==> src/verilog/acc_pkg.sv <==
// Constants for the accelerometer register map and its serial slave
package acc_pkg;
	// Register addresses
	localparam logic [7:0] ADR_STATUS     = 8'h00;
	localparam logic [7:0] ADR_X_HIGH     = 8'h01;
	localparam logic [7:0] ADR_X_LOW      = 8'h02;
	localparam logic [7:0] ADR_Y_HIGH     = 8'h03;
	localparam logic [7:0] ADR_Y_LOW      = 8'h04;
	localparam logic [7:0] ADR_Z_HIGH     = 8'h05;
	localparam logic [7:0] ADR_Z_LOW      = 8'h06;
	localparam logic [7:0] ADR_RSV_07     = 8'h07;
	localparam logic [7:0] ADR_RSV_08     = 8'h08;
	localparam logic [7:0] ADR_FIFO_SETUP = 8'h09;
	localparam logic [7:0] ADR_TRIG_MAP   = 8'h0A;
	localparam logic [7:0] ADR_SYS_MODE   = 8'h0B;
	localparam logic [7:0] ADR_INT_SRC    = 8'h0C;
	localparam logic [7:0] ADR_DEV_ID     = 8'h0D;
	localparam logic [7:0] ADR_RANGE      = 8'h0E;
	localparam logic [7:0] ADR_HP_CUT     = 8'h0F;
	localparam logic [7:0] ADR_OR_STATUS  = 8'h10;
	localparam logic [7:0] ADR_OR_CFG     = 8'h11;
	localparam logic [7:0] ADR_OR_DEB     = 8'h12;
	localparam logic [7:0] ADR_BFZ_CFG    = 8'h13;
	localparam logic [7:0] ADR_OR_THS     = 8'h14;
	localparam logic [7:0] ADR_FM_CFG     = 8'h15;
	localparam logic [7:0] ADR_FM_SRC     = 8'h16;
	localparam logic [7:0] ADR_FM_THS     = 8'h17;
	localparam logic [7:0] ADR_FM_DEB     = 8'h18;
	localparam logic [7:0] ADR_RSV_19     = 8'h19;
	localparam logic [7:0] ADR_RSV_1C     = 8'h1C;
	localparam logic [7:0] ADR_TRANS_CFG  = 8'h1D;
	localparam logic [7:0] ADR_CTRL1      = 8'h2A;
	// Values after reset
	localparam logic [7:0] RST_ZERO       = 8'h00;
	localparam logic [7:0] RST_OR_CFG     = 8'h80;
	localparam logic [7:0] RST_BFZ_CFG    = 8'h44;
	localparam logic [7:0] RST_OR_THS     = 8'h84;
	// Field positions
	localparam int FIFO_FIELD_LSB = 6;
	localparam int FAST_READ_BIT  = 1;
	// Debounce restart lanes
	localparam int DEB_FIFO  = 0;
	localparam int DEB_OR    = 1;
	localparam int DEB_FM_TH = 2;
	localparam int DEB_FM_CT = 3;
	// Upper six bits of the 7-bit slave address; strap pin gives bit 0
	localparam logic [5:0] SLAVE_ADR_HI = 6'h0E;
	// Identifier value is arbitrary
	localparam logic [7:0] DEV_ID_VALUE = 8'h5C;
endpackage : acc_pkg

==> src/verilog/acc_regif_if.sv <==
// Internal link between the serial slave and the register bank
`timescale 1ns/1ps
interface acc_regif_if;
	logic       ptr_ld;   // First written byte: register address
	logic       wr;       // Later written byte: register data
	logic       rd_next;  // Read byte reached the rise of its ninth clock
	logic       stop;     // Stop condition seen
	logic [7:0] wdata;
	logic [7:0] rdata;
	modport slv (output ptr_ld, output wr, output rd_next, output stop, output wdata,
		input rdata);
	modport bank (input ptr_ld, input wr, input rd_next, input stop, input wdata,
		output rdata);
endinterface : acc_regif_if

==> src/verilog/acc_regbank.sv <==
// Register bank with burst pointer for the accelerometer map
`timescale 1ns/1ps
module acc_regbank (
	// Clock and reset
	input  wire logic        i_clk,
	input  wire logic        i_srst,
	// Bus pins
	input  wire logic        i_scl,
	input  wire logic        i_sda,
	input  wire logic        i_sa0,
	output logic             o_sda_o,
	output logic             o_sda_oe_n,
	// Samples and status from the sensing logic
	input  wire logic [13:0] i_x_sample,
	input  wire logic [13:0] i_y_sample,
	input  wire logic [13:0] i_z_sample,
	input  wire logic [7:0]  i_data_status,
	input  wire logic [7:0]  i_fifo_status,
	input  wire logic [7:0]  i_sys_mode,
	input  wire logic [7:0]  i_int_source,
	input  wire logic [7:0]  i_orient_status,
	input  wire logic [7:0]  i_fm_source,
	// Configuration to the sensing logic
	output logic [7:0]       o_fifo_setup,
	output logic [7:0]       o_trig_map,
	output logic [7:0]       o_range_cfg,
	output logic [7:0]       o_hp_cfg,
	output logic [7:0]       o_orient_cfg,
	output logic [7:0]       o_orient_deb,
	output logic [7:0]       o_bfz_cfg,
	output logic [7:0]       o_orient_ths,
	output logic [7:0]       o_fm_cfg,
	output logic [7:0]       o_fm_ths,
	output logic [7:0]       o_fm_deb,
	output logic [7:0]       o_trans_cfg,
	output logic [7:0]       o_ctrl1,
	output logic [3:0]       o_debounce_clr
);
	acc_regif_if bus_if ();

	logic [7:0] fifo_r, trig_r, range_r, hp_r, orc_r, ord_r, bfz_r, ort_r;
	logic [7:0] fmc_r, fmt_r, fmd_r, trc_r, ctl_r, ptr_r;
	logic [7:0] fifo_nxt, trig_nxt, range_nxt, hp_nxt, orc_nxt, ord_nxt, bfz_nxt, ort_nxt;
	logic [7:0] fmc_nxt, fmt_nxt, fmd_nxt, trc_nxt, ctl_nxt, ptr_nxt;
	logic [3:0] clr_r, clr_nxt;
	logic       fifo_on, fast_rd;

	acc_i2c_slave u_slave (
		.i_clk      (i_clk),
		.i_srst     (i_srst),
		.i_scl      (i_scl),
		.i_sda      (i_sda),
		.i_sa0      (i_sa0),
		.o_sda_o    (o_sda_o),
		.o_sda_oe_n (o_sda_oe_n),
		.bus        (bus_if.slv)
	);

	// Burst pointer step; sample bytes follow the FIFO and fast read modes
	function automatic logic [7:0] acc_next_ptr(input logic [7:0] p, input logic fon,
		input logic fast);
		logic [7:0] n;
		n = p + 8'h01;
		case (p)
			acc_pkg::ADR_X_HIGH:
				n = fon ? acc_pkg::ADR_X_HIGH :
					(fast ? acc_pkg::ADR_Y_HIGH : acc_pkg::ADR_X_LOW);
			acc_pkg::ADR_Y_HIGH:
				n = !fast ? acc_pkg::ADR_Y_LOW :
					(fon ? acc_pkg::ADR_STATUS : acc_pkg::ADR_Z_HIGH);
			acc_pkg::ADR_X_LOW, acc_pkg::ADR_Y_LOW, acc_pkg::ADR_Z_HIGH:
				n = fast ? acc_pkg::ADR_STATUS : p + 8'h01;
			acc_pkg::ADR_Z_LOW:
				n = acc_pkg::ADR_STATUS;
			default: ;
		endcase
		return n;
	endfunction : acc_next_ptr

	assign fifo_on = |fifo_r[acc_pkg::FIFO_FIELD_LSB +: 2];
	assign fast_rd = ctl_r[acc_pkg::FAST_READ_BIT];

	// Read data for the byte at the pointer; unlisted addresses read zero
	always_comb
	begin
		case (ptr_r)
			acc_pkg::ADR_STATUS: bus_if.rdata = fifo_on ? i_fifo_status : i_data_status;
			acc_pkg::ADR_X_HIGH: bus_if.rdata = i_x_sample[13:6];
			acc_pkg::ADR_X_LOW: bus_if.rdata = {i_x_sample[5:0], 2'h0};
			acc_pkg::ADR_Y_HIGH: bus_if.rdata = i_y_sample[13:6];
			acc_pkg::ADR_Y_LOW: bus_if.rdata = {i_y_sample[5:0], 2'h0};
			acc_pkg::ADR_Z_HIGH: bus_if.rdata = i_z_sample[13:6];
			acc_pkg::ADR_Z_LOW: bus_if.rdata = {i_z_sample[5:0], 2'h0};
			acc_pkg::ADR_FIFO_SETUP: bus_if.rdata = fifo_r;
			acc_pkg::ADR_TRIG_MAP: bus_if.rdata = trig_r;
			acc_pkg::ADR_SYS_MODE: bus_if.rdata = i_sys_mode;
			acc_pkg::ADR_INT_SRC: bus_if.rdata = i_int_source;
			acc_pkg::ADR_DEV_ID: bus_if.rdata = acc_pkg::DEV_ID_VALUE;
			acc_pkg::ADR_RANGE: bus_if.rdata = range_r;
			acc_pkg::ADR_HP_CUT: bus_if.rdata = hp_r;
			acc_pkg::ADR_OR_STATUS: bus_if.rdata = i_orient_status;
			acc_pkg::ADR_OR_CFG: bus_if.rdata = orc_r;
			acc_pkg::ADR_OR_DEB: bus_if.rdata = ord_r;
			acc_pkg::ADR_BFZ_CFG: bus_if.rdata = bfz_r;
			acc_pkg::ADR_OR_THS: bus_if.rdata = ort_r;
			acc_pkg::ADR_FM_CFG: bus_if.rdata = fmc_r;
			acc_pkg::ADR_FM_SRC: bus_if.rdata = i_fm_source;
			acc_pkg::ADR_FM_THS: bus_if.rdata = fmt_r;
			acc_pkg::ADR_FM_DEB: bus_if.rdata = fmd_r;
			acc_pkg::ADR_TRANS_CFG: bus_if.rdata = trc_r;
			acc_pkg::ADR_CTRL1: bus_if.rdata = ctl_r;
			default: bus_if.rdata = 8'h00;
		endcase
	end

	// Register writes, debounce restarts and pointer movement
	always_comb
	begin
		{fifo_nxt, trig_nxt, range_nxt, hp_nxt} = {fifo_r, trig_r, range_r, hp_r};
		{orc_nxt, ord_nxt, bfz_nxt, ort_nxt} = {orc_r, ord_r, bfz_r, ort_r};
		{fmc_nxt, fmt_nxt, fmd_nxt, trc_nxt, ctl_nxt} = {fmc_r, fmt_r, fmd_r, trc_r, ctl_r};
		clr_nxt = 4'h0;
		ptr_nxt = ptr_r;
		if (bus_if.wr)
		begin
			case (ptr_r)
				acc_pkg::ADR_FIFO_SETUP: fifo_nxt = bus_if.wdata;
				acc_pkg::ADR_TRIG_MAP: trig_nxt = bus_if.wdata;
				acc_pkg::ADR_RANGE: range_nxt = bus_if.wdata;
				acc_pkg::ADR_HP_CUT: hp_nxt = bus_if.wdata;
				acc_pkg::ADR_OR_CFG: orc_nxt = bus_if.wdata;
				acc_pkg::ADR_OR_DEB: ord_nxt = bus_if.wdata;
				acc_pkg::ADR_BFZ_CFG: bfz_nxt = bus_if.wdata;
				acc_pkg::ADR_OR_THS: ort_nxt = bus_if.wdata;
				acc_pkg::ADR_FM_CFG: fmc_nxt = bus_if.wdata;
				acc_pkg::ADR_FM_THS: fmt_nxt = bus_if.wdata;
				acc_pkg::ADR_FM_DEB: fmd_nxt = bus_if.wdata;
				acc_pkg::ADR_TRANS_CFG: trc_nxt = bus_if.wdata;
				acc_pkg::ADR_CTRL1: ctl_nxt = bus_if.wdata;
				default: ; // Read-only and reserved bytes ignore writes
			endcase
			case (ptr_r)
				acc_pkg::ADR_FIFO_SETUP: clr_nxt[acc_pkg::DEB_FIFO] = 1'b1;
				acc_pkg::ADR_OR_DEB: clr_nxt[acc_pkg::DEB_OR] = 1'b1;
				acc_pkg::ADR_FM_THS: clr_nxt[acc_pkg::DEB_FM_TH] = 1'b1;
				acc_pkg::ADR_FM_DEB: clr_nxt[acc_pkg::DEB_FM_CT] = 1'b1;
				default: ;
			endcase
		end
		// Stop drops the pointer so no stale burst survives a transaction
		if (bus_if.stop)
			ptr_nxt = acc_pkg::ADR_STATUS;
		else if (bus_if.ptr_ld)
			ptr_nxt = bus_if.wdata;
		else if (bus_if.wr || bus_if.rd_next)
			ptr_nxt = acc_next_ptr(ptr_r, fifo_on, fast_rd);
	end

	// Register storage
	always_ff @(posedge i_clk)
	begin
		if (i_srst)
		begin
			{fifo_r, trig_r, range_r, hp_r} <= {4{acc_pkg::RST_ZERO}};
			orc_r <= acc_pkg::RST_OR_CFG;
			ord_r <= acc_pkg::RST_ZERO;
			bfz_r <= acc_pkg::RST_BFZ_CFG;
			ort_r <= acc_pkg::RST_OR_THS;
			{fmc_r, fmt_r, fmd_r, trc_r, ctl_r} <= {5{acc_pkg::RST_ZERO}};
			ptr_r <= acc_pkg::ADR_STATUS;
			clr_r <= 4'h0;
		end
		else
		begin
			{fifo_r, trig_r, range_r, hp_r} <= {fifo_nxt, trig_nxt, range_nxt, hp_nxt};
			{orc_r, ord_r, bfz_r, ort_r} <= {orc_nxt, ord_nxt, bfz_nxt, ort_nxt};
			{fmc_r, fmt_r, fmd_r, trc_r, ctl_r} <= {fmc_nxt, fmt_nxt, fmd_nxt, trc_nxt, ctl_nxt};
			ptr_r <= ptr_nxt;
			clr_r <= clr_nxt;
		end
	end

	assign {o_fifo_setup, o_trig_map, o_range_cfg, o_hp_cfg} = {fifo_r, trig_r, range_r, hp_r};
	assign {o_orient_cfg, o_orient_deb, o_bfz_cfg, o_orient_ths} = {orc_r, ord_r, bfz_r, ort_r};
	assign {o_fm_cfg, o_fm_ths, o_fm_deb, o_trans_cfg} = {fmc_r, fmt_r, fmd_r, trc_r};
	assign o_ctrl1 = ctl_r;
	assign o_debounce_clr = clr_r;

	logic rd_step;
	assign rd_step = bus_if.rd_next && !bus_if.stop;
endmodule : acc_regbank

==> src/verilog/acc_i2c_slave.sv <==
// Serial two-wire slave that turns bus traffic into register strobes
`timescale 1ns/1ps
module acc_i2c_slave (
	// Clock and reset
	input  wire logic  i_clk,
	input  wire logic  i_srst,
	// Bus pins
	input  wire logic  i_scl,
	input  wire logic  i_sda,
	input  wire logic  i_sa0,
	output logic       o_sda_o,
	output logic       o_sda_oe_n,
	// Register side
	acc_regif_if.slv   bus
);
	typedef enum logic [6:0] {
		S_IDLE = 7'h01, S_ADDR = 7'h02, S_ACKA = 7'h04, S_WBYTE = 7'h08,
		S_ACKW = 7'h10, S_RBYTE = 7'h20, S_RACK = 7'h40
	} acc_st_t;

	acc_st_t    st_r, st_nxt;
	logic [3:0] cnt_r, cnt_nxt;
	logic [7:0] sh_r, sh_nxt;
	logic       rw_r, rw_nxt, first_r, first_nxt, mack_r, mack_nxt, oe_n_r, oe_n_nxt;
	logic       ld_r, ld_nxt, wr_r, wr_nxt, rdn_r, rdn_nxt, stop_r, stop_nxt;
	logic       scl_m, scl_s, scl_q, sda_m, sda_s, sda_q, sa0_m, sa0_s;
	logic       rise, fall, start_c, stop_c;

	// Pin synchronisers; the third stage only serves edge detection
	always_ff @(posedge i_clk)
	begin
		scl_m <= i_scl;
		scl_s <= scl_m;
		scl_q <= scl_s;
		sda_m <= i_sda;
		sda_s <= sda_m;
		sda_q <= sda_s;
		sa0_m <= i_sa0;
		sa0_s <= sa0_m;
	end

	// Bus events from synchronised levels
	assign rise    = scl_s & ~scl_q;
	assign fall    = ~scl_s & scl_q;
	assign start_c = scl_s & scl_q & sda_q & ~sda_s;
	assign stop_c  = scl_s & scl_q & ~sda_q & sda_s;

	// Byte engine next state; stop and start win over any bit in flight
	always_comb
	begin
		st_nxt = st_r;
		cnt_nxt = cnt_r;
		sh_nxt = sh_r;
		rw_nxt = rw_r;
		first_nxt = first_r;
		mack_nxt = mack_r;
		oe_n_nxt = oe_n_r;
		ld_nxt = 1'b0;
		wr_nxt = 1'b0;
		rdn_nxt = 1'b0;
		stop_nxt = 1'b0;
		if (stop_c)
		begin
			st_nxt = S_IDLE;
			oe_n_nxt = 1'b1;
			stop_nxt = 1'b1;
		end
		else if (start_c)
		begin
			st_nxt = S_ADDR;
			cnt_nxt = 4'h0;
			oe_n_nxt = 1'b1;
			first_nxt = 1'b1;
		end
		else
		begin
			unique case (st_r)
				S_IDLE: ;
				S_ADDR, S_WBYTE:
					if (rise)
					begin
						sh_nxt = {sh_r[6:0], sda_s};
						cnt_nxt = cnt_r + 4'h1;
					end
					else if (fall && cnt_r == 4'h8)
					begin
						if (st_r == S_WBYTE)
						begin
							oe_n_nxt = 1'b0;
							st_nxt = S_ACKW;
							ld_nxt = first_r;
							wr_nxt = ~first_r;
						end
						else if (sh_r[7:1] == {acc_pkg::SLAVE_ADR_HI, sa0_s})
						begin
							oe_n_nxt = 1'b0;
							rw_nxt = sh_r[0];
							st_nxt = S_ACKA;
						end
						else
							st_nxt = S_IDLE;
					end
				S_ACKA, S_ACKW:
					if (fall)
					begin
						cnt_nxt = 4'h0;
						first_nxt = (st_r == S_ACKA) ? first_r : 1'b0;
						if (st_r == S_ACKA && rw_r)
						begin
							sh_nxt = bus.rdata;
							oe_n_nxt = bus.rdata[7];
							st_nxt = S_RBYTE;
						end
						else
						begin
							oe_n_nxt = 1'b1;
							st_nxt = S_WBYTE;
						end
					end
				S_RBYTE:
					if (rise)
						cnt_nxt = cnt_r + 4'h1;
					else if (fall)
					begin
						if (cnt_r == 4'h8)
						begin
							oe_n_nxt = 1'b1;
							st_nxt = S_RACK;
						end
						else
						begin
							sh_nxt = {sh_r[6:0], 1'b0};
							oe_n_nxt = sh_r[6];
						end
					end
				S_RACK:
					if (rise)
					begin
						rdn_nxt = 1'b1;
						mack_nxt = ~sda_s;
					end
					else if (fall)
					begin
						cnt_nxt = 4'h0;
						if (mack_r)
						begin
							sh_nxt = bus.rdata;
							oe_n_nxt = bus.rdata[7];
							st_nxt = S_RBYTE;
						end
						else
							st_nxt = S_IDLE;
					end
			endcase
		end
	end

	// Byte engine registers
	always_ff @(posedge i_clk)
	begin
		if (i_srst)
		begin
			st_r <= S_IDLE;
			cnt_r <= 4'h0;
			sh_r <= 8'h00;
			rw_r <= 1'b0;
			first_r <= 1'b0;
			mack_r <= 1'b0;
			oe_n_r <= 1'b1;
			ld_r <= 1'b0;
			wr_r <= 1'b0;
			rdn_r <= 1'b0;
			stop_r <= 1'b0;
			o_sda_o <= 1'b0;
		end
		else
		begin
			st_r <= st_nxt;
			cnt_r <= cnt_nxt;
			sh_r <= sh_nxt;
			rw_r <= rw_nxt;
			first_r <= first_nxt;
			mack_r <= mack_nxt;
			oe_n_r <= oe_n_nxt;
			ld_r <= ld_nxt;
			wr_r <= wr_nxt;
			rdn_r <= rdn_nxt;
			stop_r <= stop_nxt;
			o_sda_o <= 1'b0; // Open drain: only ever pulls low
		end
	end

	assign o_sda_oe_n  = oe_n_r;
	assign bus.ptr_ld  = ld_r;
	assign bus.wr      = wr_r;
	assign bus.rd_next = rdn_r;
	assign bus.stop    = stop_r;
	assign bus.wdata   = sh_r;
endmodule : acc_i2c_slave

==> config.mk <==
export PLATFORM = sky130hd
export DESIGN_NAME = acc_regbank
export DESIGN_NICKNAME = d
export VERILOG_FILES = /design/src/verilog/acc_pkg.sv /design/src/verilog/acc_regif_if.sv /design/src/verilog/acc_regbank.sv /design/src/verilog/acc_i2c_slave.sv
export SDC_FILE = /design/constraint.sdc
export NUM_CORES = 1
export LEC_CHECK = 0
export BUFFER_PORTS_ARGS = -buffer_cell sky130_fd_sc_hd__buf_2
export CORE_AREA = 2 2 147 120
export CTS_CLUSTER_SIZE = 8
export DETAILED_ROUTE_END_ITERATION = 12
export DIE_AREA = 0 0 149 122
export HOLD_SLACK_MARGIN = 0.08
export PLACE_DENSITY_LB_ADDON = 0.1
export REMOVE_ABC_BUFFERS = 1
export SLEW_MARGIN = 20
export SYNTH_ARGS = -nofsm -noshare
export SYNTH_HDL_FRONTEND = slang
export SYNTH_SLANG_ARGS = --single-unit
==> constraint.sdc <==
create_clock -name i_clk -period 2.4 [get_ports i_clk]
set_input_delay 0.12 -clock i_clk [delete_from_list [all_inputs] [get_ports i_clk]]
set_output_delay 0.12 -clock i_clk [all_outputs]
set_load 0.005 [all_outputs]
==> results of run 1 <==
[timing repair]
action / CTS / global route
hold buffers: 4 / 0
endpoints found under the hold margin: 12 / 0
gates resized for setup: 12 / 14
pin swaps: 5 / 4
endpoints found under the setup margin: 8 / 9
buffers inserted: 0 / 1
[layout make-up]
cell class / instances / area share
clock inverter: 14 / 0.01449
clock buffer: 18 / 0.04069
multi-input combinational: 722 / 0.4376
inverter: 21 / 0.007766
sequential: 151 / 0.2809
tap: 225 / 0.02608
timing repair buffer: 329 / 0.1925
[cell families (layout without fill, tap and decap cells)]
kind of cell,Yosys count,count (layout),synth area share
fa+ha+maj,6,6,0.009270
flops,151,151,0.3733
compound gates,207,207,0.1812
simple gates,383,383,0.2288
other cells,1,1,0.0004631
xor+xnor,9,9,0.009735
buf+inv,107,382,0.05253
mux,116,116,0.1446
[synthesized netlist by cell type (4+ instances only)]
cell type,n
nor2_1,154
dfxtp_1,151
mux2i_1,108
nand2_1,67
clkbuf_1,64
nand3_1,61
a21oi_1,47
o21ai_0,32
a22oi_1,21
inv_1,21
nor3_1,17
nand4_1,14
a22o_1,12
buf_2,10
buf_1,9
o211ai_1,9
mux2_2,8
nor2b_1,8
a32o_1,7
a32oi_1,7
and3_1,7
xnor2_1,7
a311oi_1,6
a31oi_1,6
and2_1,6
ha_1,6
o2bb2ai_1,6
o31ai_1,6
a211o_1,5
a21o_1,5
nor3b_1,5
nor4_1,5
nor4b_1,5
o22ai_1,5
nand2b_1,4
[worst min-delay path, stage by stage]
cell and delay (ns):
buf_2 0.10, nand3_1 0.06, o21ai_0 0.08, a21oi_1 0.07, nand4_1 0.07, o2bb2ai_1 0.10
[path summary, 6_finish.rpt]
kind / start / end / slack [ns] / cells past startpoint
max: ptr_r[1] / u_slave.bus.wdata[7] / -0.02 / 8
min: i_y_sample[4] / u_slave.bus.wdata[6] / 0.20 / 6
max reg2reg: ptr_r[1] / u_slave.bus.wdata[7] / -0.02 / 8
min reg2reg: u_slave.sda_m / u_slave.sda_s / 0.33 / 0
[through the flow]
| stage | area (um2) | worst slack (ns) | hold WS (ns) | setup TNS (ns) |
|---|---|---|---|---|
| 2_1_floorplan | 7751 | -0.6731 | 0.1477 | -21.22 |
| 3_3_place_gp | 10070 | -0.1122 | 0.2229 | -0.1316 |
| 3_5_place_dp | 10070 | -0.07288 | 0.2236 | -0.2705 |
| 4_1_cts | 10750 | 0.0001845 | 0.1697 | 0 |
| 5_1_grt | 10790 | -0.09579 | 0.2180 | -0.3616 |
| 6_report | 10790 | -0.02204 | 0.2001 | -0.07650 |
[power by group through the flow]
stage / registers, mW / clock network [mW] / logic (mW)
6_report: 2.53 / 2.72 / 0.234
5_1_grt: 2.53 / 2.85 / 0.248
4_1_cts: 2.53 / 2.75 / 0.228
3_5_place_dp: 2.59 / 0 / 0.222
3_3_place_gp: 2.59 / 0 / 0.224
2_1_floorplan: 2.58 / 0 / 0.0699
[routing by layer]
layer  global-route usage  part of all wire
met1               0.5292              0.44
met2               0.5639              0.43
met3               0.1022              0.10
met4               0.1125             0.022
met5                    0                 0
[placed cells by master, fill, tap and decap left out, types with 8 or more instances in the layout]
master and instances:
buf_2 202, nor2_1 154, dfxtp_1 146, buf_4 114
mux2i_1 108, nand2_1 66, nand3_1 61, a21oi_1 46
o21ai_0 32, a22oi_1 21, inv_1 19, clkbuf_16 17
nor3_1 16, nand4_1 14, a22o_1 12, o211ai_1 9
mux2_2 8, buf_12 8
==> qor.txt, run 1 <==
Status -> finished, violations left
Failing checks -> setup timing
Sequential power share -> 0.461
Filler cells -> 1544
Max-slew headroom -> 0.4387
# clock sinks -> 151
DR WL/cell -> 23.20 um
Setup ws final -> -0.02204 ns
Sw Share -> 0.2627
Ys Warns -> 0
Pin count of the biggest net entering global routing -> 53
Comb pwr share -> 0.043
Seq cells post-synth -> 151
Slowest stage delay, CP -> 0.49 ns
Critical path's slowest cell -> or4b_4
Largest cells by area after synthesis -> dfxtp_1 (37%), mux2i_1 (13%), nor2_1 (7.1%)
Max Cap Viol -> 0
DIE AREA -> 18180 um2
Worst-Margin Slew -> 0.8408 ns
Total wire length -> 34330 um
DRC -> 0
Tcrit/Tclk final -> 1.009
Main flop type after synthesis -> dfxtp_1
CTS buffer count -> 17
Dpl hpwl -> 25800 um
FF/Latch Area -> 3032 um2
CTS tree -> built
Die height -> 122 um
Overall power -> 5.483 mW
Critical path type -> register to register
RSZ-0062 raised after global routing -> true
WP buf/inv -> 1
GP Congestion -> 0.9801
Initial drt markers -> 1047
Reg clk slew, reported paths -> 0.07 ns
P&R area growth vs syn -> 33.30%
Register area share after synthesis -> 0.3733
FFs w/ async S/R, synth -> 0
WP data required -> 2.76 ns
Num rows -> 43
Syn Inst Count -> 980
Util after Layout -> 0.6389
Non-Filler Instances -> 1480
Crit path max-delay family -> simple AND/OR/NAND/NOR gates
Routed vias/inst -> 6.046
Core Region -> 16890 um2
Clk_skew -> 0.01578 ns
Reported net switching power -> 1.440 mW
Hold crit path type -> input port to register
Layout cells sized above 1 -> 0.3195
Clock network power share -> 0.496
First-pass GRT wire length -> 50640 um
H-tree depth -> 4
Dpl cells -> 1443
Die width -> 149 um
Synth cell types -> 75
Via count -> 8948
Post-synth top area cell -> dfxtp_1
Achievable frequency -> 412.9 MHz
Worst Path Arrival -> 2.78 ns
Initial antenna violation count -> 0
Startpoint types -> register
PwrDens -> 508.0 nW/um2
Gr ovfl total -> 0
Synth Area per Inst -> 8.263 um2
Total GRT Usage -> 0.3764
Final hold violation count -> 0
Final Setup Violations -> 4
Initial core utilization -> 0.4793
Root buf cell -> clkbuf_16
Clk buf depth -> 2
Final critical-path required period -> 2.422 ns
Multi-input logic area -> 4723 um2
Post-synth top area share -> 0.3733
Internal power -> 4.043 mW
Port bufs -> 203
Pre-Repair DR Iteration Count -> 5
Ant diodes -> 0
CP Capture Type -> register
Clock Latency Late Sink -> 0.45 ns
Post-synth EDFFs -> 0
Antenna viol nets, final -> 0
Vias in the first global route -> 8383
Max VDD drop -> 0.5023 mV
I/O Pins -> 205
Worst Path Max Fanout -> 6
# nets final -> 1343
Critical path, cell by cell -> inv_4 > ha_4 > or3b_4 > or4b_4 > and3_4 > a31oi_4 > o41ai_4 > a311oi_1
Max Slew Vio Count -> 0
Leakage -> 5.071 nW
Post-Synthesis Cell Area -> 8098 um2
No activity file was read; power rests on OpenSTA's default activity.
==> inputs of run 2 (changes only) <==
- BUFFER_PORTS_ARGS: -buffer_cell sky130_fd_sc_hd__buf_2 -> -buffer_cell sky130_fd_sc_hd__buf_4
==> run 2 against run 1 <==
The flow still finishes with violations (setup timing). Combinational power grew 18%. Die area is the same. Clock-buffer cell count shrank 1. Critical endpoint is now u_slave.bus.wdata[4]. Flip-flop and latch count is the same. Sequential share of layout area shrank 1.0 points. Worst setup slack lost 0.014 ns. Utilization grew 2.3 points. Critical path depth is the same. Register-to-register slack is essentially flat. Critical path type unchanged. Wire length shrank 0.13%. Cell area grew 3.7%.
==> qor.txt, run 2 (synthesis gave the netlist of run 1 again) <==
# clock sinks -> 151
First-pass GRT wire length -> 49240 um
GP Congestion -> 1.015
Critical path's slowest cell -> dfxtp_2
Design area -> 11190 um2
Crit Reg-Reg Endpoint -> u_slave.bus.wdata[4]
P&R area growth vs syn -> 38.19%
Num rows -> 43
Pin count of the biggest net entering global routing -> 51
Setup ws final -> -0.03588 ns
Worst Path Max Fanout -> 16
Clock Latency Late Sink -> 0.43 ns
Max VDD drop -> 0.4879 mV
Clk_skew -> 0.01260 ns
Antenna viol nets, final -> 0
Total GRT Usage -> 0.3669
Ant diodes -> 0
H-tree depth -> 4
Util after Layout -> 0.6624
Final Setup Violations -> 2
CP Capture Type -> register
WHS Path Cells -> 2
Vias in the first global route -> 7874
Total wire length -> 34290 um
Most common cell after layout, fill and taps aside -> buf_4
PwrDens -> 497.2 nW/um2
Reg clk slew, reported paths -> 0.07 ns
DR WL/cell -> 23.34 um
Sw Share -> 0.2409
Via count -> 8884
Reported net switching power -> 1.340 mW
Worst Path Arrival -> 2.75 ns
Overall power -> 5.564 mW
Final hold violation count -> 0
Clock network power share -> 0.496
Crit path max-delay family -> compound AO/OA/AOI/OAI gates
Pre-Repair DR Iteration Count -> 6
Final critical-path required period -> 2.436 ns
Clk buf depth -> 2
Layout cells sized above 1 -> 0.3151
Hold crit path type -> input port to register
Filler cells -> 1476
DIE AREA -> 18180 um2
DRC -> 0
Dpl hpwl -> 25540 um
Leakage -> 5.090 nW
Origin of the worst min-delay path -> i_srst
Failing checks -> setup timing
Dpl ws -> -0.1354 ns
Max Cap Viol -> 0
Initial core utilization -> 0.4793
# nets final -> 1333
Initial drt markers -> 1184
Die width -> 149 um
WP data required -> 2.72 ns
Critical path, cell by cell -> buf_4 > buf_4 > nor4_2 > buf_4 > a22o_1 > a2111oi_0 > nand4b_1 > o2bb2ai_1
Status -> finished, violations left
Gr ovfl total -> 0
Slowest stage delay, CP -> 0.51 ns
Root buf cell -> clkbuf_16
Comb pwr share -> 0.049
Startpoint types -> register
Max-slew headroom -> 0.4478
Die height -> 122 um
Achievable frequency -> 410.5 MHz
Max Slew Vio Count -> 0
Core Region -> 16890 um2
Reg-to-Reg Start -> ptr_r[2]
Initial antenna violation count -> 1
Critical path type -> register to register
CTS buffer count -> 17
Internal power -> 4.223 mW
Worst-Margin Slew -> 0.8272 ns
Top cell by count, worst path -> buf_4
Most frequent cells in the layout -> buf_4 (308), nor2_1 (154), dfxtp_1 (147)
I/O Pins -> 205
Worst hold endpoint -> o_fifo_setup[0]
RSZ-0062 raised after global routing -> true
Sequential power share -> 0.455
Port bufs -> 203
Worst-case reg-to-reg path depth -> 8
Tcrit/Tclk final -> 1.015
WP buf/inv -> 3
CTS tree -> built
DP Area -> 10470 um2
Routed vias/inst -> 6.048
R2r setup slk -> -0.04 ns
==> run 2: area by class of cell <==
class	count	area [um2]	area share
timing repair buffer	319	2485	0.2220
tap	225	281.5	0.02516
multi-input combinational	722	4728	0.4225
inverter	21	78.83	0.007044
clock buffer	17	425.4	0.03801
sequential	151	3028	0.2706
clock inverter	14	163.9	0.01465
==> run 2: how the worst max path moves through the flow <==
stage / from / endpoint / slack, ns / depth (start not counted)
after global placement: ptr_r[0] / u_slave.bus.wdata[2] / -0.05 / 9
final: ptr_r[2] / u_slave.bus.wdata[4] / -0.04 / 8
after detailed placement: ptr_r[0] / u_slave.bus.wdata[2] / -0.14 / 9
after floorplan: ptr_r[3] / o_hp_cfg[0] / -0.67 / 5
after CTS: ptr_r[1] / u_slave.bus.wdata[3] / 0.004 / 8
after global routing: ptr_r[0] / u_slave.bus.wdata[5] / -0.03 / 10
==> run 2: layer usage <==
layer,share of wire,vias to the layer above,track usage
met4,0.024,0,0.1131
met5,0,-,0
met2,0.43,575,0.5343
met1,0.43,4187,0.5250
met3,0.11,64,0.1030
li1,-,4058,-
==> run 2: metrics by stage <==
| step | hold WS, ns | std cells | setup TNS, ns |
|---|---|---|---|
| final | 0.09814 | 1469 | -0.03875 |
| after global routing | 0.09153 | 1469 | -0.04067 |
| after CTS | 0.09162 | 1469 | 0 |
| after detailed placement | 0.2263 | 1433 | -0.2264 |
| after global placement | 0.2250 | 1433 | -0.04584 |
| after floorplan | 0.1477 | 894 | -21.22 |
==> run 2: repair_timing <==
action,CTS,global route
gates resized for setup,3,21
buffers inserted,2,0
hold buffers,3,0
pin swaps,2,4
endpoints found under the setup margin,3,14
hold endpoints to repair,3,0
==> run 2: power by group through the flow <==
stage | clock network [mW] | registers, mW | logic (mW)
after CTS | 2.76 | 2.53 | 0.270
final | 2.76 | 2.53 | 0.275
after global routing | 2.88 | 2.53 | 0.289
after floorplan | 0 | 2.58 | 0.0699
after detailed placement | 0 | 2.59 | 0.264
after global placement | 0 | 2.59 | 0.265
